===== src/design/cmpev_defs.svh =====
// register offsets, field positions and reset values of the comparator event block
`ifndef CMPEV_DEFS_SVH
`define CMPEV_DEFS_SVH

`define CMPEV_ADDR_MODE 8'h9C
`define CMPEV_ADDR_STAT 8'hA0
`define CMPEV_ADDR_MASK 8'hA4

`define CMPEV_MODE_EN 7
`define CMPEV_MODE_PSTOP 6
`define CMPEV_MODE_PSEL_HI 5
`define CMPEV_MODE_PSEL_LO 4
`define CMPEV_MODE_OEN 3
`define CMPEV_MODE_RAW 2
`define CMPEV_MODE_EDGE_HI 1
`define CMPEV_MODE_EDGE_LO 0

`define CMPEV_MODE_RST 8'h00
`define CMPEV_MODE_WMASK 8'hFB
`define CMPEV_STAT_EVENT 0
`define CMPEV_MASK_RST 1'h0

`endif


===== src/design/cmpev_pkg.sv =====
// types shared by the comparator event block
package cmpev_pkg;
	typedef enum logic [1:0] {
		CMPEV_EDGE_NONE,
		CMPEV_EDGE_RISE,
		CMPEV_EDGE_FALL,
		CMPEV_EDGE_BOTH
	} cmpev_edge_t;

	typedef enum logic [1:0] {
		CMPEV_SRC_PIN,
		CMPEV_SRC_QUARTER,
		CMPEV_SRC_HALF,
		CMPEV_SRC_THREE_QUARTER
	} cmpev_src_t;
endpackage


===== src/design/cmpev_sync.sv =====
// two-stage synchroniser with edge detection for the comparator result
`timescale 1ns/1ps
module cmpev_sync (
	// clock and reset
	input wire logic hclk,
	input wire logic hresetn,
	// asynchronous level in
	input wire logic d,
	// synchronised level and edges
	output logic level,
	output logic rise,
	output logic fall
);
	logic meta;
	logic prev;

	always_ff @(posedge hclk or negedge hresetn) begin
		if (!hresetn) begin
			meta <= 1'b0;
			level <= 1'b0;
			prev <= 1'b0;
		end else begin
			meta <= d;
			level <= meta;
			prev <= level;
		end
	end

	assign rise = level & ~prev;
	assign fall = ~level & prev;
endmodule // cmpev_sync


===== src/design/cmpev_ahb.sv =====
// ahb-lite slave front end: zero-wait writes, one-wait reads
`timescale 1ns/1ps
module cmpev_ahb (
	// clock and reset
	input wire logic hclk,
	input wire logic hresetn,
	// ahb-lite
	input wire logic hsel,
	input wire logic [31:0] haddr,
	input wire logic [1:0] htrans,
	input wire logic hwrite,
	input wire logic [2:0] hsize,
	input wire logic [31:0] hwdata,
	input wire logic hready,
	output logic hreadyout,
	output logic hresp,
	output logic [31:0] hrdata,
	// register side
	output logic wr_en,
	output logic [7:0] wr_addr,
	output logic [7:0] wr_data,
	output logic rd_en,
	output logic [7:0] rd_addr,
	input wire logic [7:0] rd_data
);
	logic take;
	logic in_map;
	logic wr_pend;
	logic rd_pend;
	logic [7:0] a_addr;

	assign take = hsel & htrans[1] & hready;
	assign in_map = (haddr[31:8] == 24'h000000) & (hsize == 3'h2);

	// address phase capture
	always_ff @(posedge hclk or negedge hresetn) begin
		if (!hresetn) begin
			wr_pend <= 1'b0;
			a_addr <= 8'h00;
		end else if (hready) begin
			wr_pend <= take & hwrite & in_map;
			a_addr <= haddr[7:0];
		end
	end

	// read with one wait state so a preceding write is visible
	always_ff @(posedge hclk or negedge hresetn) begin
		if (!hresetn) begin
			rd_pend <= 1'b0;
			hreadyout <= 1'b1;
			hrdata <= 32'h00000000;
		end else if (take & ~hwrite) begin
			rd_pend <= in_map;
			hreadyout <= 1'b0;
		end else if (!hreadyout) begin
			rd_pend <= 1'b0;
			hreadyout <= 1'b1;
			hrdata <= rd_pend ? {24'h000000, rd_data} : 32'h00000000;
		end
	end

	assign hresp = 1'b0;
	assign wr_en = wr_pend;
	assign wr_addr = a_addr;
	assign wr_data = hwdata[7:0];
	assign rd_en = rd_pend;
	assign rd_addr = a_addr;
endmodule // cmpev_ahb


===== src/design/cmpev_top.sv =====
// comparator edge event logic: mode register, event flag, pin steering
//
// Functional notes
// - result high when positive exceeds negative
// - two-bit field selects positive input source
// - edge field picks rise, fall or both
// - edge code 00 yields no event
// - matching transition sets latched event flag
// - bit 2 shows live result, unlatched
// - enabled flag raises interrupt request
// - stop-enable plus event setting the flag stops the pwm
// - disabled comparator leaves pins as gpio
// - positive pin joins only for source 00
// - output pin carries result when enabled
// - events active and wake from green mode
`timescale 1ns/1ps
`include "cmpev_defs.svh"
module cmpev_top
	import cmpev_pkg::*;
(
	// clock and reset
	input wire logic hclk,
	input wire logic hresetn,
	// ahb-lite slave
	input wire logic hsel,
	input wire logic [31:0] haddr,
	input wire logic [1:0] htrans,
	input wire logic hwrite,
	input wire logic [2:0] hsize,
	input wire logic [31:0] hwdata,
	input wire logic hready,
	output logic hreadyout,
	output logic hresp,
	output logic [31:0] hrdata,
	// analog comparator
	input wire logic comp_result_in,
	output logic comp_analog_enable,
	output logic [1:0] comp_pos_source_select,
	output logic comp_pos_pin_connect,
	output logic comp_neg_pin_connect,
	// shared output pin
	input wire logic gpio_out_pin_o,
	input wire logic gpio_out_pin_oe,
	output logic comp_out_pin_o,
	output logic comp_out_pin_oe,
	// pwm unit
	input wire logic pwm_run_enable,
	output logic pwm_stop,
	// power mode and interrupt
	input wire logic green_mode,
	output logic wake_req,
	output logic irq
);
	logic wr_en;
	logic [7:0] wr_addr;
	logic [7:0] wr_data;
	logic rd_en;
	logic [7:0] rd_addr;
	logic [7:0] rd_data;

	logic comp_enable;
	logic comp_pwm_stop_enable;
	logic comp_pin_out_enable;
	cmpev_src_t pos_src;
	cmpev_edge_t edge_sel;
	logic comp_raw_result;
	logic comp_event_flag;
	logic comp_irq_enable;

	logic res_rise;
	logic res_fall;
	logic event_hit;
	logic stat_clear;
	logic [7:0] mode_word;

	function automatic logic edge_match(cmpev_edge_t sel, logic r, logic f);
		unique case (sel)
			CMPEV_EDGE_NONE: edge_match = 1'b0;
			CMPEV_EDGE_RISE: edge_match = r;
			CMPEV_EDGE_FALL: edge_match = f;
			CMPEV_EDGE_BOTH: edge_match = r | f;
		endcase
	endfunction

	function automatic logic is_write(logic en, logic [7:0] a, logic [7:0] target);
		is_write = en & (a == target);
	endfunction

	cmpev_ahb u_ahb (
		.hclk(hclk),
		.hresetn(hresetn),
		.hsel(hsel),
		.haddr(haddr),
		.htrans(htrans),
		.hwrite(hwrite),
		.hsize(hsize),
		.hwdata(hwdata),
		.hready(hready),
		.hreadyout(hreadyout),
		.hresp(hresp),
		.hrdata(hrdata),
		.wr_en(wr_en),
		.wr_addr(wr_addr),
		.wr_data(wr_data),
		.rd_en(rd_en),
		.rd_addr(rd_addr),
		.rd_data(rd_data)
	);

	// analog result into the clock domain
	cmpev_sync u_sync (
		.hclk(hclk),
		.hresetn(hresetn),
		.d(comp_result_in),
		.level(comp_raw_result),
		.rise(res_rise),
		.fall(res_fall)
	);

	// mode register
	always_ff @(posedge hclk or negedge hresetn) begin
		if (!hresetn) begin
			comp_enable <= 1'b0;
			comp_pwm_stop_enable <= 1'b0;
			pos_src <= CMPEV_SRC_PIN;
			comp_pin_out_enable <= 1'b0;
			edge_sel <= CMPEV_EDGE_NONE;
		end else if (is_write(wr_en, wr_addr, `CMPEV_ADDR_MODE)) begin
			comp_enable <= wr_data[`CMPEV_MODE_EN];
			comp_pwm_stop_enable <= wr_data[`CMPEV_MODE_PSTOP];
			pos_src <= cmpev_src_t'(wr_data[`CMPEV_MODE_PSEL_HI:`CMPEV_MODE_PSEL_LO]);
			comp_pin_out_enable <= wr_data[`CMPEV_MODE_OEN];
			edge_sel <= cmpev_edge_t'(wr_data[`CMPEV_MODE_EDGE_HI:`CMPEV_MODE_EDGE_LO]);
		end
	end

	// interrupt mask register
	always_ff @(posedge hclk or negedge hresetn) begin
		if (!hresetn) begin
			comp_irq_enable <= `CMPEV_MASK_RST;
		end else if (is_write(wr_en, wr_addr, `CMPEV_ADDR_MASK)) begin
			comp_irq_enable <= wr_data[`CMPEV_STAT_EVENT];
		end
	end

	// event detection, kept running in green mode
	assign event_hit = comp_enable & edge_match(edge_sel, res_rise, res_fall);
	assign stat_clear = rd_en & (rd_addr == `CMPEV_ADDR_STAT);

	// sticky event flag, set wins over clear
	always_ff @(posedge hclk or negedge hresetn) begin
		if (!hresetn) begin
			comp_event_flag <= 1'b0;
		end else if (event_hit) begin
			comp_event_flag <= 1'b1;
		end else if (stat_clear) begin
			comp_event_flag <= 1'b0;
		end
	end

	// read mux
	always_comb begin
		mode_word = {comp_enable, comp_pwm_stop_enable, pos_src, comp_pin_out_enable,
			comp_raw_result, edge_sel};
		unique case (rd_addr)
			`CMPEV_ADDR_MODE: rd_data = mode_word & (`CMPEV_MODE_WMASK | 8'h04);
			`CMPEV_ADDR_STAT: rd_data = {7'h00, comp_event_flag};
			`CMPEV_ADDR_MASK: rd_data = {7'h00, comp_irq_enable};
			default: rd_data = 8'h00;
		endcase
	end

	// interrupt and wake
	always_ff @(posedge hclk or negedge hresetn) begin
		if (!hresetn) begin
			irq <= 1'b0;
			wake_req <= 1'b0;
		end else begin
			irq <= comp_event_flag & comp_irq_enable;
			wake_req <= comp_event_flag & green_mode;
		end
	end

	// pwm stop pulse on the event that sets the flag
	always_ff @(posedge hclk or negedge hresetn) begin
		if (!hresetn) begin
			pwm_stop <= 1'b0;
		end else begin
			pwm_stop <= event_hit & ~comp_event_flag & comp_pwm_stop_enable
				& pwm_run_enable;
		end
	end

	// analog steering
	always_ff @(posedge hclk or negedge hresetn) begin
		if (!hresetn) begin
			comp_analog_enable <= 1'b0;
			comp_pos_source_select <= 2'h0;
			comp_pos_pin_connect <= 1'b0;
			comp_neg_pin_connect <= 1'b0;
		end else begin
			comp_analog_enable <= comp_enable;
			comp_pos_source_select <= pos_src;
			comp_pos_pin_connect <= comp_enable & (pos_src == CMPEV_SRC_PIN);
			comp_neg_pin_connect <= comp_enable;
		end
	end

	// shared output pin
	always_ff @(posedge hclk or negedge hresetn) begin
		if (!hresetn) begin
			comp_out_pin_o <= 1'b0;
			comp_out_pin_oe <= 1'b0;
		end else if (comp_enable & comp_pin_out_enable) begin
			comp_out_pin_o <= comp_raw_result;
			comp_out_pin_oe <= 1'b1;
		end else begin
			comp_out_pin_o <= gpio_out_pin_o;
			comp_out_pin_oe <= gpio_out_pin_oe;
		end
	end

	a_raw_follows: assert property (@(posedge hclk) disable iff (!hresetn)
		$past(comp_result_in, 2) == comp_raw_result)
		else $error("raw result not two cycles behind input");

	a_src_select: assert property (@(posedge hclk) disable iff (!hresetn)
		##1 comp_pos_source_select == $past(pos_src))
		else $error("positive source select wrong");

	a_edge_sets: assert property (@(posedge hclk) disable iff (!hresetn)
		(comp_enable && ((edge_sel == CMPEV_EDGE_RISE && res_rise)
		|| (edge_sel == CMPEV_EDGE_FALL && res_fall)
		|| (edge_sel == CMPEV_EDGE_BOTH && (res_rise || res_fall))))
		|=> comp_event_flag)
		else $error("matching edge did not set flag");

	a_reserved_quiet: assert property (@(posedge hclk) disable iff (!hresetn)
		(edge_sel == CMPEV_EDGE_NONE && !comp_event_flag) |=> !comp_event_flag)
		else $error("reserved edge code set flag");

	a_flag_latched: assert property (@(posedge hclk) disable iff (!hresetn)
		(comp_event_flag && !stat_clear) |=> comp_event_flag)
		else $error("event flag dropped without clear");

	a_irq_raise: assert property (@(posedge hclk) disable iff (!hresetn)
		(comp_event_flag && comp_irq_enable) |=> irq)
		else $error("interrupt not raised");

	a_irq_cause: assert property (@(posedge hclk) disable iff (!hresetn)
		irq |-> $past(comp_event_flag))
		else $error("interrupt without event");

	a_pwm_stop: assert property (@(posedge hclk) disable iff (!hresetn)
		$rose(comp_event_flag) && $past(comp_pwm_stop_enable) && $past(pwm_run_enable)
		|-> pwm_stop)
		else $error("pwm not stopped on event");

	a_pwm_quiet: assert property (@(posedge hclk) disable iff (!hresetn)
		!comp_pwm_stop_enable |=> !pwm_stop)
		else $error("pwm stopped while disabled");

	a_pins_gpio: assert property (@(posedge hclk) disable iff (!hresetn)
		!comp_enable |=> !comp_neg_pin_connect && !comp_pos_pin_connect)
		else $error("pins not gpio while disabled");

	a_pos_pin: assert property (@(posedge hclk) disable iff (!hresetn)
		(comp_enable && pos_src != CMPEV_SRC_PIN) |=> !comp_pos_pin_connect)
		else $error("positive pin connected for internal source");

	a_out_pin: assert property (@(posedge hclk) disable iff (!hresetn)
		(comp_enable && comp_pin_out_enable) |=>
		comp_out_pin_oe && comp_out_pin_o == $past(comp_raw_result))
		else $error("output pin not driven with result");

	a_wake: assert property (@(posedge hclk) disable iff (!hresetn)
		(comp_event_flag && green_mode) |=> wake_req)
		else $error("no wake on event in green mode");

	a_one_event: assert property (@(posedge hclk) disable iff (!hresetn)
		res_rise |=> !res_rise)
		else $error("double event from one transition");

	a_flag_cause: assert property (@(posedge hclk) disable iff (!hresetn)
		$rose(comp_event_flag) |-> $past(event_hit))
		else $error("event flag set without matching edge");

	a_flag_clear: assert property (@(posedge hclk) disable iff (!hresetn)
		(stat_clear && !event_hit) |=> !comp_event_flag)
		else $error("status read did not clear flag");

	a_set_wins: assert property (@(posedge hclk) disable iff (!hresetn)
		(stat_clear && event_hit) |=> comp_event_flag)
		else $error("clear beat a new event");

	a_rise_only: assert property (@(posedge hclk) disable iff (!hresetn)
		(edge_sel == CMPEV_EDGE_RISE && res_fall && !comp_event_flag) |=> !comp_event_flag)
		else $error("falling edge set flag in rise mode");

	a_fall_only: assert property (@(posedge hclk) disable iff (!hresetn)
		(edge_sel == CMPEV_EDGE_FALL && res_rise && !comp_event_flag) |=> !comp_event_flag)
		else $error("rising edge set flag in fall mode");

	a_off_quiet: assert property (@(posedge hclk) disable iff (!hresetn)
		(!comp_enable && !comp_event_flag) |=> !comp_event_flag)
		else $error("flag set while comparator disabled");

	a_irq_masked: assert property (@(posedge hclk) disable iff (!hresetn)
		!comp_irq_enable |=> !irq)
		else $error("interrupt raised while masked");

	a_stop_pulse: assert property (@(posedge hclk) disable iff (!hresetn)
		pwm_stop |=> !pwm_stop)
		else $error("pwm stop longer than one cycle");

	a_stop_cause: assert property (@(posedge hclk) disable iff (!hresetn)
		pwm_stop |-> $past(comp_pwm_stop_enable) && $past(pwm_run_enable))
		else $error("pwm stop without enable or run");

	a_wake_quiet: assert property (@(posedge hclk) disable iff (!hresetn)
		!green_mode |=> !wake_req)
		else $error("wake request outside green mode");

	a_neg_pin: assert property (@(posedge hclk) disable iff (!hresetn)
		comp_enable |=> comp_neg_pin_connect)
		else $error("negative pin not connected while enabled");

	a_pos_pin_on: assert property (@(posedge hclk) disable iff (!hresetn)
		(comp_enable && pos_src == CMPEV_SRC_PIN) |=> comp_pos_pin_connect)
		else $error("positive pin not connected for pin source");

	a_out_gpio: assert property (@(posedge hclk) disable iff (!hresetn)
		!(comp_enable && comp_pin_out_enable) |=>
		comp_out_pin_oe == $past(gpio_out_pin_oe) && comp_out_pin_o == $past(gpio_out_pin_o))
		else $error("output pin not left to gpio");

	a_analog_on: assert property (@(posedge hclk) disable iff (!hresetn)
		comp_enable |=> comp_analog_enable)
		else $error("analog enable not following mode bit");

	a_read_wait: assert property (@(posedge hclk) disable iff (!hresetn)
		(hsel && htrans[1] && hready && !hwrite) |=> !hreadyout)
		else $error("read without wait state");

	a_wait_once: assert property (@(posedge hclk) disable iff (!hresetn)
		(!hreadyout && !hready) |=> hreadyout)
		else $error("read wait state longer than one cycle");
endmodule // cmpev_top


===== config.mk =====
export PLATFORM = sky130hd
export DESIGN_NAME = cmpev_top
export DESIGN_NICKNAME = d
export VERILOG_FILES = /design/src/design/cmpev_pkg.sv /design/src/design/cmpev_sync.sv /design/src/design/cmpev_ahb.sv /design/src/design/cmpev_top.sv
export VERILOG_INCLUDE_DIRS = /design/src /design/src/design
export SDC_FILE = /design/constraint.sdc
export NUM_CORES = 1
export LEC_CHECK = 0
export ABC_AREA = 1
export BUFFER_PORTS_ARGS = -buffer_cell sky130_fd_sc_hd__buf_2
export CORE_MARGIN = 2
export CORE_UTILIZATION = 38
export DETAILED_ROUTE_END_ITERATION = 10
export PLACE_DENSITY = 0.76
export SETUP_SLACK_MARGIN = 0.05
export SLEW_MARGIN = 40
export SYNTH_ARGS = -nofsm -noshare
export SYNTH_HDL_FRONTEND = slang
export SYNTH_SLANG_ARGS = --single-unit

===== constraint.sdc =====
create_clock -name hclk -period 1.42 [get_ports hclk]
set_clock_uncertainty 0.2 [all_clocks]
set_input_delay 0.284 -clock hclk [delete_from_list [all_inputs] [get_ports hclk]]
set_output_delay 0.284 -clock hclk [all_outputs]
set_load 0.05 [all_outputs]

==> qor.yml, run 1 <==
coreArea_um2: 5070
ys.flop_type: "dfrtp_1"
critPathArrivalTime_ps: 990
fp.dieW_um: 76.2
synth_top_area_share_pct: 49.3
synth_edf_count: 0
num_io_pins: 123
holdWs_ps: 6.49
clock_sinks: 40
drtIter0Drc: 49
path_cells: "buf_8"
syn_to_final_growth_pct: 42.5
syn_area_per_cell_um2: 8.76
synthArstFlopShare_pct: 100
wl_per_cell_um: 10.9
yosysSeqAreaShare_pct: 50.6
grt_pass1_vias: 1543
via_count: 1673
post-route-min-period_ps: 1470
critical_path_buf_inv_count: 1
h-tree-depth: 2
cts_root_buffer: "clkbuf_8"
rsz0062_at_grt: "true"
fin_crit_sh_pct: 104
avgViaCountPerCell: 4.26
netlist_instances: 226
dieArea_um2: 5800
yosys-top-cells-count: "nand2_1 (65), dfrtp_1 (39), buf_4 (26), nor2_1 (24), inv_1 (19)"
crit_path_start_kind: "flip-flop"
synth-seq-cells: 40
power_leakage_nw: 1.45
synthTopCellsByArea: "dfrtp_1 (49%), nand2_1 (12%), buf_4 (9.9%), nor2_1 (4.6%), nand3_1 (4.3%)"
drc_errors: 0
syn-cell-area_um2: 1980
run_status: "complete, but fails checks"
cp.required_ps: 940
clockBufferDepth: 2
worstSetupPathType: "reg2out"
dieHeight_um: 76.2
critPathMaxStageDelay_ps: 550
powerDensity_nw_per_um2: 857
start_util_pct: 39.0
drt_wl_total_mm: 4.30
layout_setup_ws_ps: -53.1
cts_tree: "built"
numPortBuffers: 71
cp-end-kind: "output port"
dp_hpwl_mm: 2.98
cap_violations: 0
synth_area_leader_cell: "dfrtp_1"
clock_latency_ps: 290
grtUsageTotal_pct: 14.6
critPathMaxFanout: 2
nets: 403
min_path_type: "in2reg"
cp_top_family: "flip-flops"
synth.distinct_cells: 25
timing.fmax_ghz: 0.679
power.total_mw: 2.42
slew_violations: 0
violations: "negative setup slack"
overflow: 0
cts_made_buffers: 5
drive_gt1_share_pct: 43.3
num_rows: 26
path_clk_slew_ps: 70
drtPass1Iterations: 4
rrSetupSlack_ps: 0
synth.most_common_cell: "nand2_1"
hold_viol_final: 0
diodes: 0
antenna_left: 0
gp_congestion: 0.801
grt_max_degree: 25
antenna_found_initial: 0
setup_viol: 1
ir_worst_vdd_mv: 0.375
grt_pass1_wl_mm: 6.67
yosys_warnings: 0
cp_slowest_cell: "dfstp_2"
stage by stage:
| stage | util (%) | instance area (µm²) | TNS (ps) | setup slack, ps | std cells |
|---|---|---|---|---|---|
| floorplan | - | 2070 | 0 | 50.6 | 250 |
| global placement | 46.6 | 2360 | 0 | 32.8 | 369 |
| detailed placement | 46.6 | 2360 | 0 | 19.9 | 369 |
| CTS | 52.1 | 2640 | -66.2 | -66.2 | 391 |
| global route | 55.6 | 2820 | -972 | -94.5 | 393 |
| finish | 55.6 | 2820 | -53.1 | -53.1 | 393 |
power breakdown:
group | internal, mW | total [mW] | leakage (nW) | switching, mW
clock | 0.388 | 0.774 | 0.0510 | 0.386
sequential | 1.17 | 1.19 | 0.453 | 0.0203
combinational | 0.147 | 0.448 | 0.948 | 0.302
worst min-delay path: cells and delay by family:
kind | cells | cell delay, ps
buffers and inverters | 1 | 70
AO/OA/AOI/OAI | 1 | 60
AND/OR/NAND/NOR | 1 | 40
flip-flops by register name, indices dropped and copies added (netlist names), 2 cells and up:
signal / count
edge_sel: 2
u_ahb.rd_addr: 8
pos_src: 2
comp_pos_source_select: 2
u_ahb.hrdata: 8
cell type report:
cell class              count  area (µm²)
well taps                  70        87.6
fillers                   459        2250
repair buffers             95         686
clock buffers               6        82.6
multi-input cells         160         875
clock inverters             2        10.0
flip-flops and latches     40        1000
inverters                  20        75.1
kinds of logic (layout without fill, tap and decap cells):
family	Yosys count	count (layout)	share of synthesized area (%)
compound gates	17	17	5.18
fa+ha+maj	2	2	1.26
flops	40	40	50.6
buf+inv	50	123	15.6
simple gates	116	116	27.1
other cells	1	25	0.189
path summary, 6_finish.rpt:
path	from	endpoint	cells after the start
hold reg to reg	u_sync.meta	u_sync.level	0
max in group asynchronous	hresetn	u_ahb.hreadyout	3
setup / recovery	u_ahb.hreadyout	hreadyout	1
min in group asynchronous	hresetn	irq	2
setup reg to reg	u_ahb.rd_addr[6]	u_ahb.hrdata[6]	7
hold / removal	haddr[0]	u_ahb.rd_addr[0]	3
cells in the final DEF (no fill, tap or decap), types with 2 or more instances in the layout:
| master | synthesis | final |
|---|---|---|
| nand2_1 | 65 | 56 |
| buf_2 | 0 | 54 |
| dfrtp_1 | 39 | 37 |
| conb_1 | 1 | 25 |
| nor2_1 | 24 | 20 |
| buf_4 | 26 | 16 |
| inv_1 | 19 | 14 |
| nand3_2 | 0 | 10 |
| buf_6 | 1 | 10 |
| nand2_2 | 0 | 9 |
| o21ai_0 | 11 | 9 |
| dlygate4sd3_1 | 0 | 9 |
| nand3_1 | 17 | 7 |
| inv_2 | 1 | 6 |
| nor2_2 | 2 | 6 |
| clkbuf_8 | 0 | 6 |
| o21ai_2 | 4 | 4 |
| nand2_8 | 1 | 3 |
| buf_8 | 0 | 3 |
| o21ai_1 | 0 | 2 |
| clkinv_2 | 0 | 2 |
| dfrtp_2 | 0 | 2 |
| buf_12 | 1 | 2 |
per-layer routing:
metal	vias to the layer above	GRT usage [%]	part of all wire, %
met3	7	4.27	8.0
li1	838	-	-
met4	0	6.55	1.4
met5	-	0	0
met1	748	16.8	38
met2	80	25.4	52
timing repair:
item	in CTS	in global routing
resized for setup	23	49
hold buffers	9	0
setup endpoints to repair	26	35
hold endpoints to repair	47	0
buffers inserted	5	3
pin swaps	6	16
No activity file was read; power rests on OpenSTA's default activity.
==> inputs of run 2 (changes only) <==
ABC_AREA = default   (was 1)
CORE_UTILIZATION = 37   (was 38)
SKIP_CTS_REPAIR_TIMING = 1   (was default)
==> qor.yml, run 2 <==
critPathMaxFanout: 7
clock_latency_ps: 280
netlist_instances: 141
dp_hpwl_mm: 2.71
syn_to_final_growth_pct: 40.0
grt_max_degree: 27
grtUsageTotal_pct: 13.2
placed_cells: 288
synth_area_leader_cell: "dfrtp_1"
nets: 314
worst-r2r-cell-count: 4
timing.fmax_ghz: 0.596
grt_pass1_wl_mm: 5.40
power.total_mw: 2.61
rsz0062_at_grt: "true"
fp.dieW_um: 73.9
min_delay_path_depth: 3
final_common_cell: "buf_2"
violations: "negative setup slack"
cp-end-kind: "flip-flop"
fin_crit_sh_pct: 118
synthArstFlopShare_pct: 100
layout_setup_ws_ps: -257
synth_edf_count: 0
h-tree-depth: 2
num_io_pins: 123
synth_top_area_share_pct: 53.9
start_util_pct: 38.3
switching_share_pct: 27.8
dieArea_um2: 5460
numPortBuffers: 71
drive_gt1_share_pct: 53.8
antenna_left: 0
cap_violations: 0
power_leakage_nw: 1.25
num_rows: 25
cts_tree: "built"
syn_area_per_cell_um2: 12.8
min_path_type: "in2reg"
avgViaCountPerCell: 4.39
power_switching_mw: 0.723
cp.required_ps: 1390
yosys_warnings: 0
p_seq_share_pct: 47.3
run_status: "complete, but fails checks"
rrSetupSlack_ps: -260
coreArea_um2: 4720
syn-cell-area_um2: 1810
critPathArrivalTime_ps: 1640
drtPass1Iterations: 2
grt_pass1_vias: 1190
timing.rr.start: "u_ahb.rd_addr[0]"
drc_errors: 0
final_design_area_no_fill_um2: 2530
via_count: 1322
min_to: "comp_out_pin_o"
clock_sinks: 40
cts_root_buffer: "clkbuf_8"
clockPowerShare_pct: 34.4
dpl-instance-area_um2: 2240
slew_violations: 0
min_from: "gpio_out_pin_o"
powerDensity_nw_per_um2: 1030
drtIter0Drc: 30
r2r-end: "pos_src[0]"
gp_congestion: 0.767
synth-seq-cells: 40
antenna_found_initial: 0
hold_viol_final: 0
synth.most_common_cell: "dfrtp_1"
post-route-min-period_ps: 1680
final_cells: 301
ys.flop_type: "dfrtp_1"
synth.distinct_cells: 32
clockBufferDepth: 2
ir_worst_vdd_mv: 0.539
mostFrequentLayoutCells: "buf_2 (53), dfrtp_1 (38), conb_1 (25), mux2_2 (18), buf_4 (17)"
worstSetupPathType: "reg2reg"
overflow: 0
yosysSeqAreaShare_pct: 55.4
crit_path_start_kind: "flip-flop"
dpl_worst_slack_ps: -290
yosys-top-cells-count: "dfrtp_1 (39), buf_4 (26), mux2_2 (18), a22o_1 (7)"
setup_viol: 18
crit_start: "u_ahb.rd_addr[0]"
fill_cells: 413
combPwrFrac_pct: 18.3
diodes: 0
path_clk_slew_ps: 80
drt_wl_total_mm: 3.37
cts_made_buffers: 5
p_int_mw: 1.88
wl_per_cell_um: 11.2
dieHeight_um: 73.9
synthTopCellsByArea: "dfrtp_1 (54%), mux2_2 (11%), buf_4 (11%), a22o_1 (3.4%), nor4_1 (2.1%)"
## run 2: cell types whose count changed after synthesis, sizes merged, moves of 2 or more
cell,before,now
nand2b,0,2
nor4,0,6
o21ai,15,2
inv,20,4
nor3,1,3
clkbuf,2,0
a22o,0,7
mux2,0,18
nand4b,0,2
nor4b,0,2
nand3,17,4
nor2,27,1
o31ai,0,2
nand2,68,7
## run 2: per-layer routing
layer / global-route usage, % / vias up / wire (µm)
li1: - / 630 / -
met4: 4.85 / 0 / 26
met3: 3.84 / 2 / 278
met5: 0 / - / 0
met1: 16.5 / 618 / 1350
met2: 21.7 / 72 / 1720
## run 2: area by class of cell
type	instances	area [µm²]	share of cell area (%)
Multi-Input combinational cell	93	714	28.2
Clock inverter	3	42.5	1.68
Tap cell	67	83.8	3.31
Clock buffer	5	68.8	2.72
Timing Repair Buffer	89	604	23.9
Inverter	4	15.0	0.593
Sequential cell	40	1000	39.6
## run 2: kinds of logic after synthesis
logic type | count (synthesis) | share of synthesized area, %
other cells | 1 | 0.207
mux | 19 | 11.8
buf+inv | 32 | 12.5
compound gates | 13 | 5.46
flops | 40 | 55.4
fa+ha+maj | 2 | 1.38
simple gates | 34 | 13.3
## run 2: worst max-delay path: stages, from the launching register on
cell,delay [ps]
dfrtp_1,410
nor4b_4,370
buf_4,180
nand3_4,110
mux2_2,290
## run 2: metrics by stage
step	hold WS [ps]	utilization, %	setup TNS (ps)
detailed placement	16.4	47.4	-4350
global placement	14.5	47.4	-3560
finish	1.81	53.6	-3650
floorplan	-212	-	-1950
global route	20.1	53.6	-5160
CTS	-295	49.7	-4690
## run 2: power by group through the flow
stage | combinational (mW) | sequential, mW | clock [mW]
global route | 0.511 | 1.24 | 0.982
floorplan | 0.291 | 1.30 | 0
global placement | 0.437 | 1.25 | 0
finish | 0.476 | 1.23 | 0.897
CTS | 0.444 | 1.23 | 0.923
detailed placement | 0.443 | 1.25 | 0
## run 2: worst max-delay path by stage
stage                           end  slack [ps]  cells after the start
finish                   pos_src[0]        -260                      4
global route        u_ahb.hrdata[4]        -330                      5
floorplan               comp_enable        -140                      3
detailed placement      edge_sel[1]        -290                      3
global placement         pos_src[1]        -250                      3
CTS                     edge_sel[1]        -300                      3
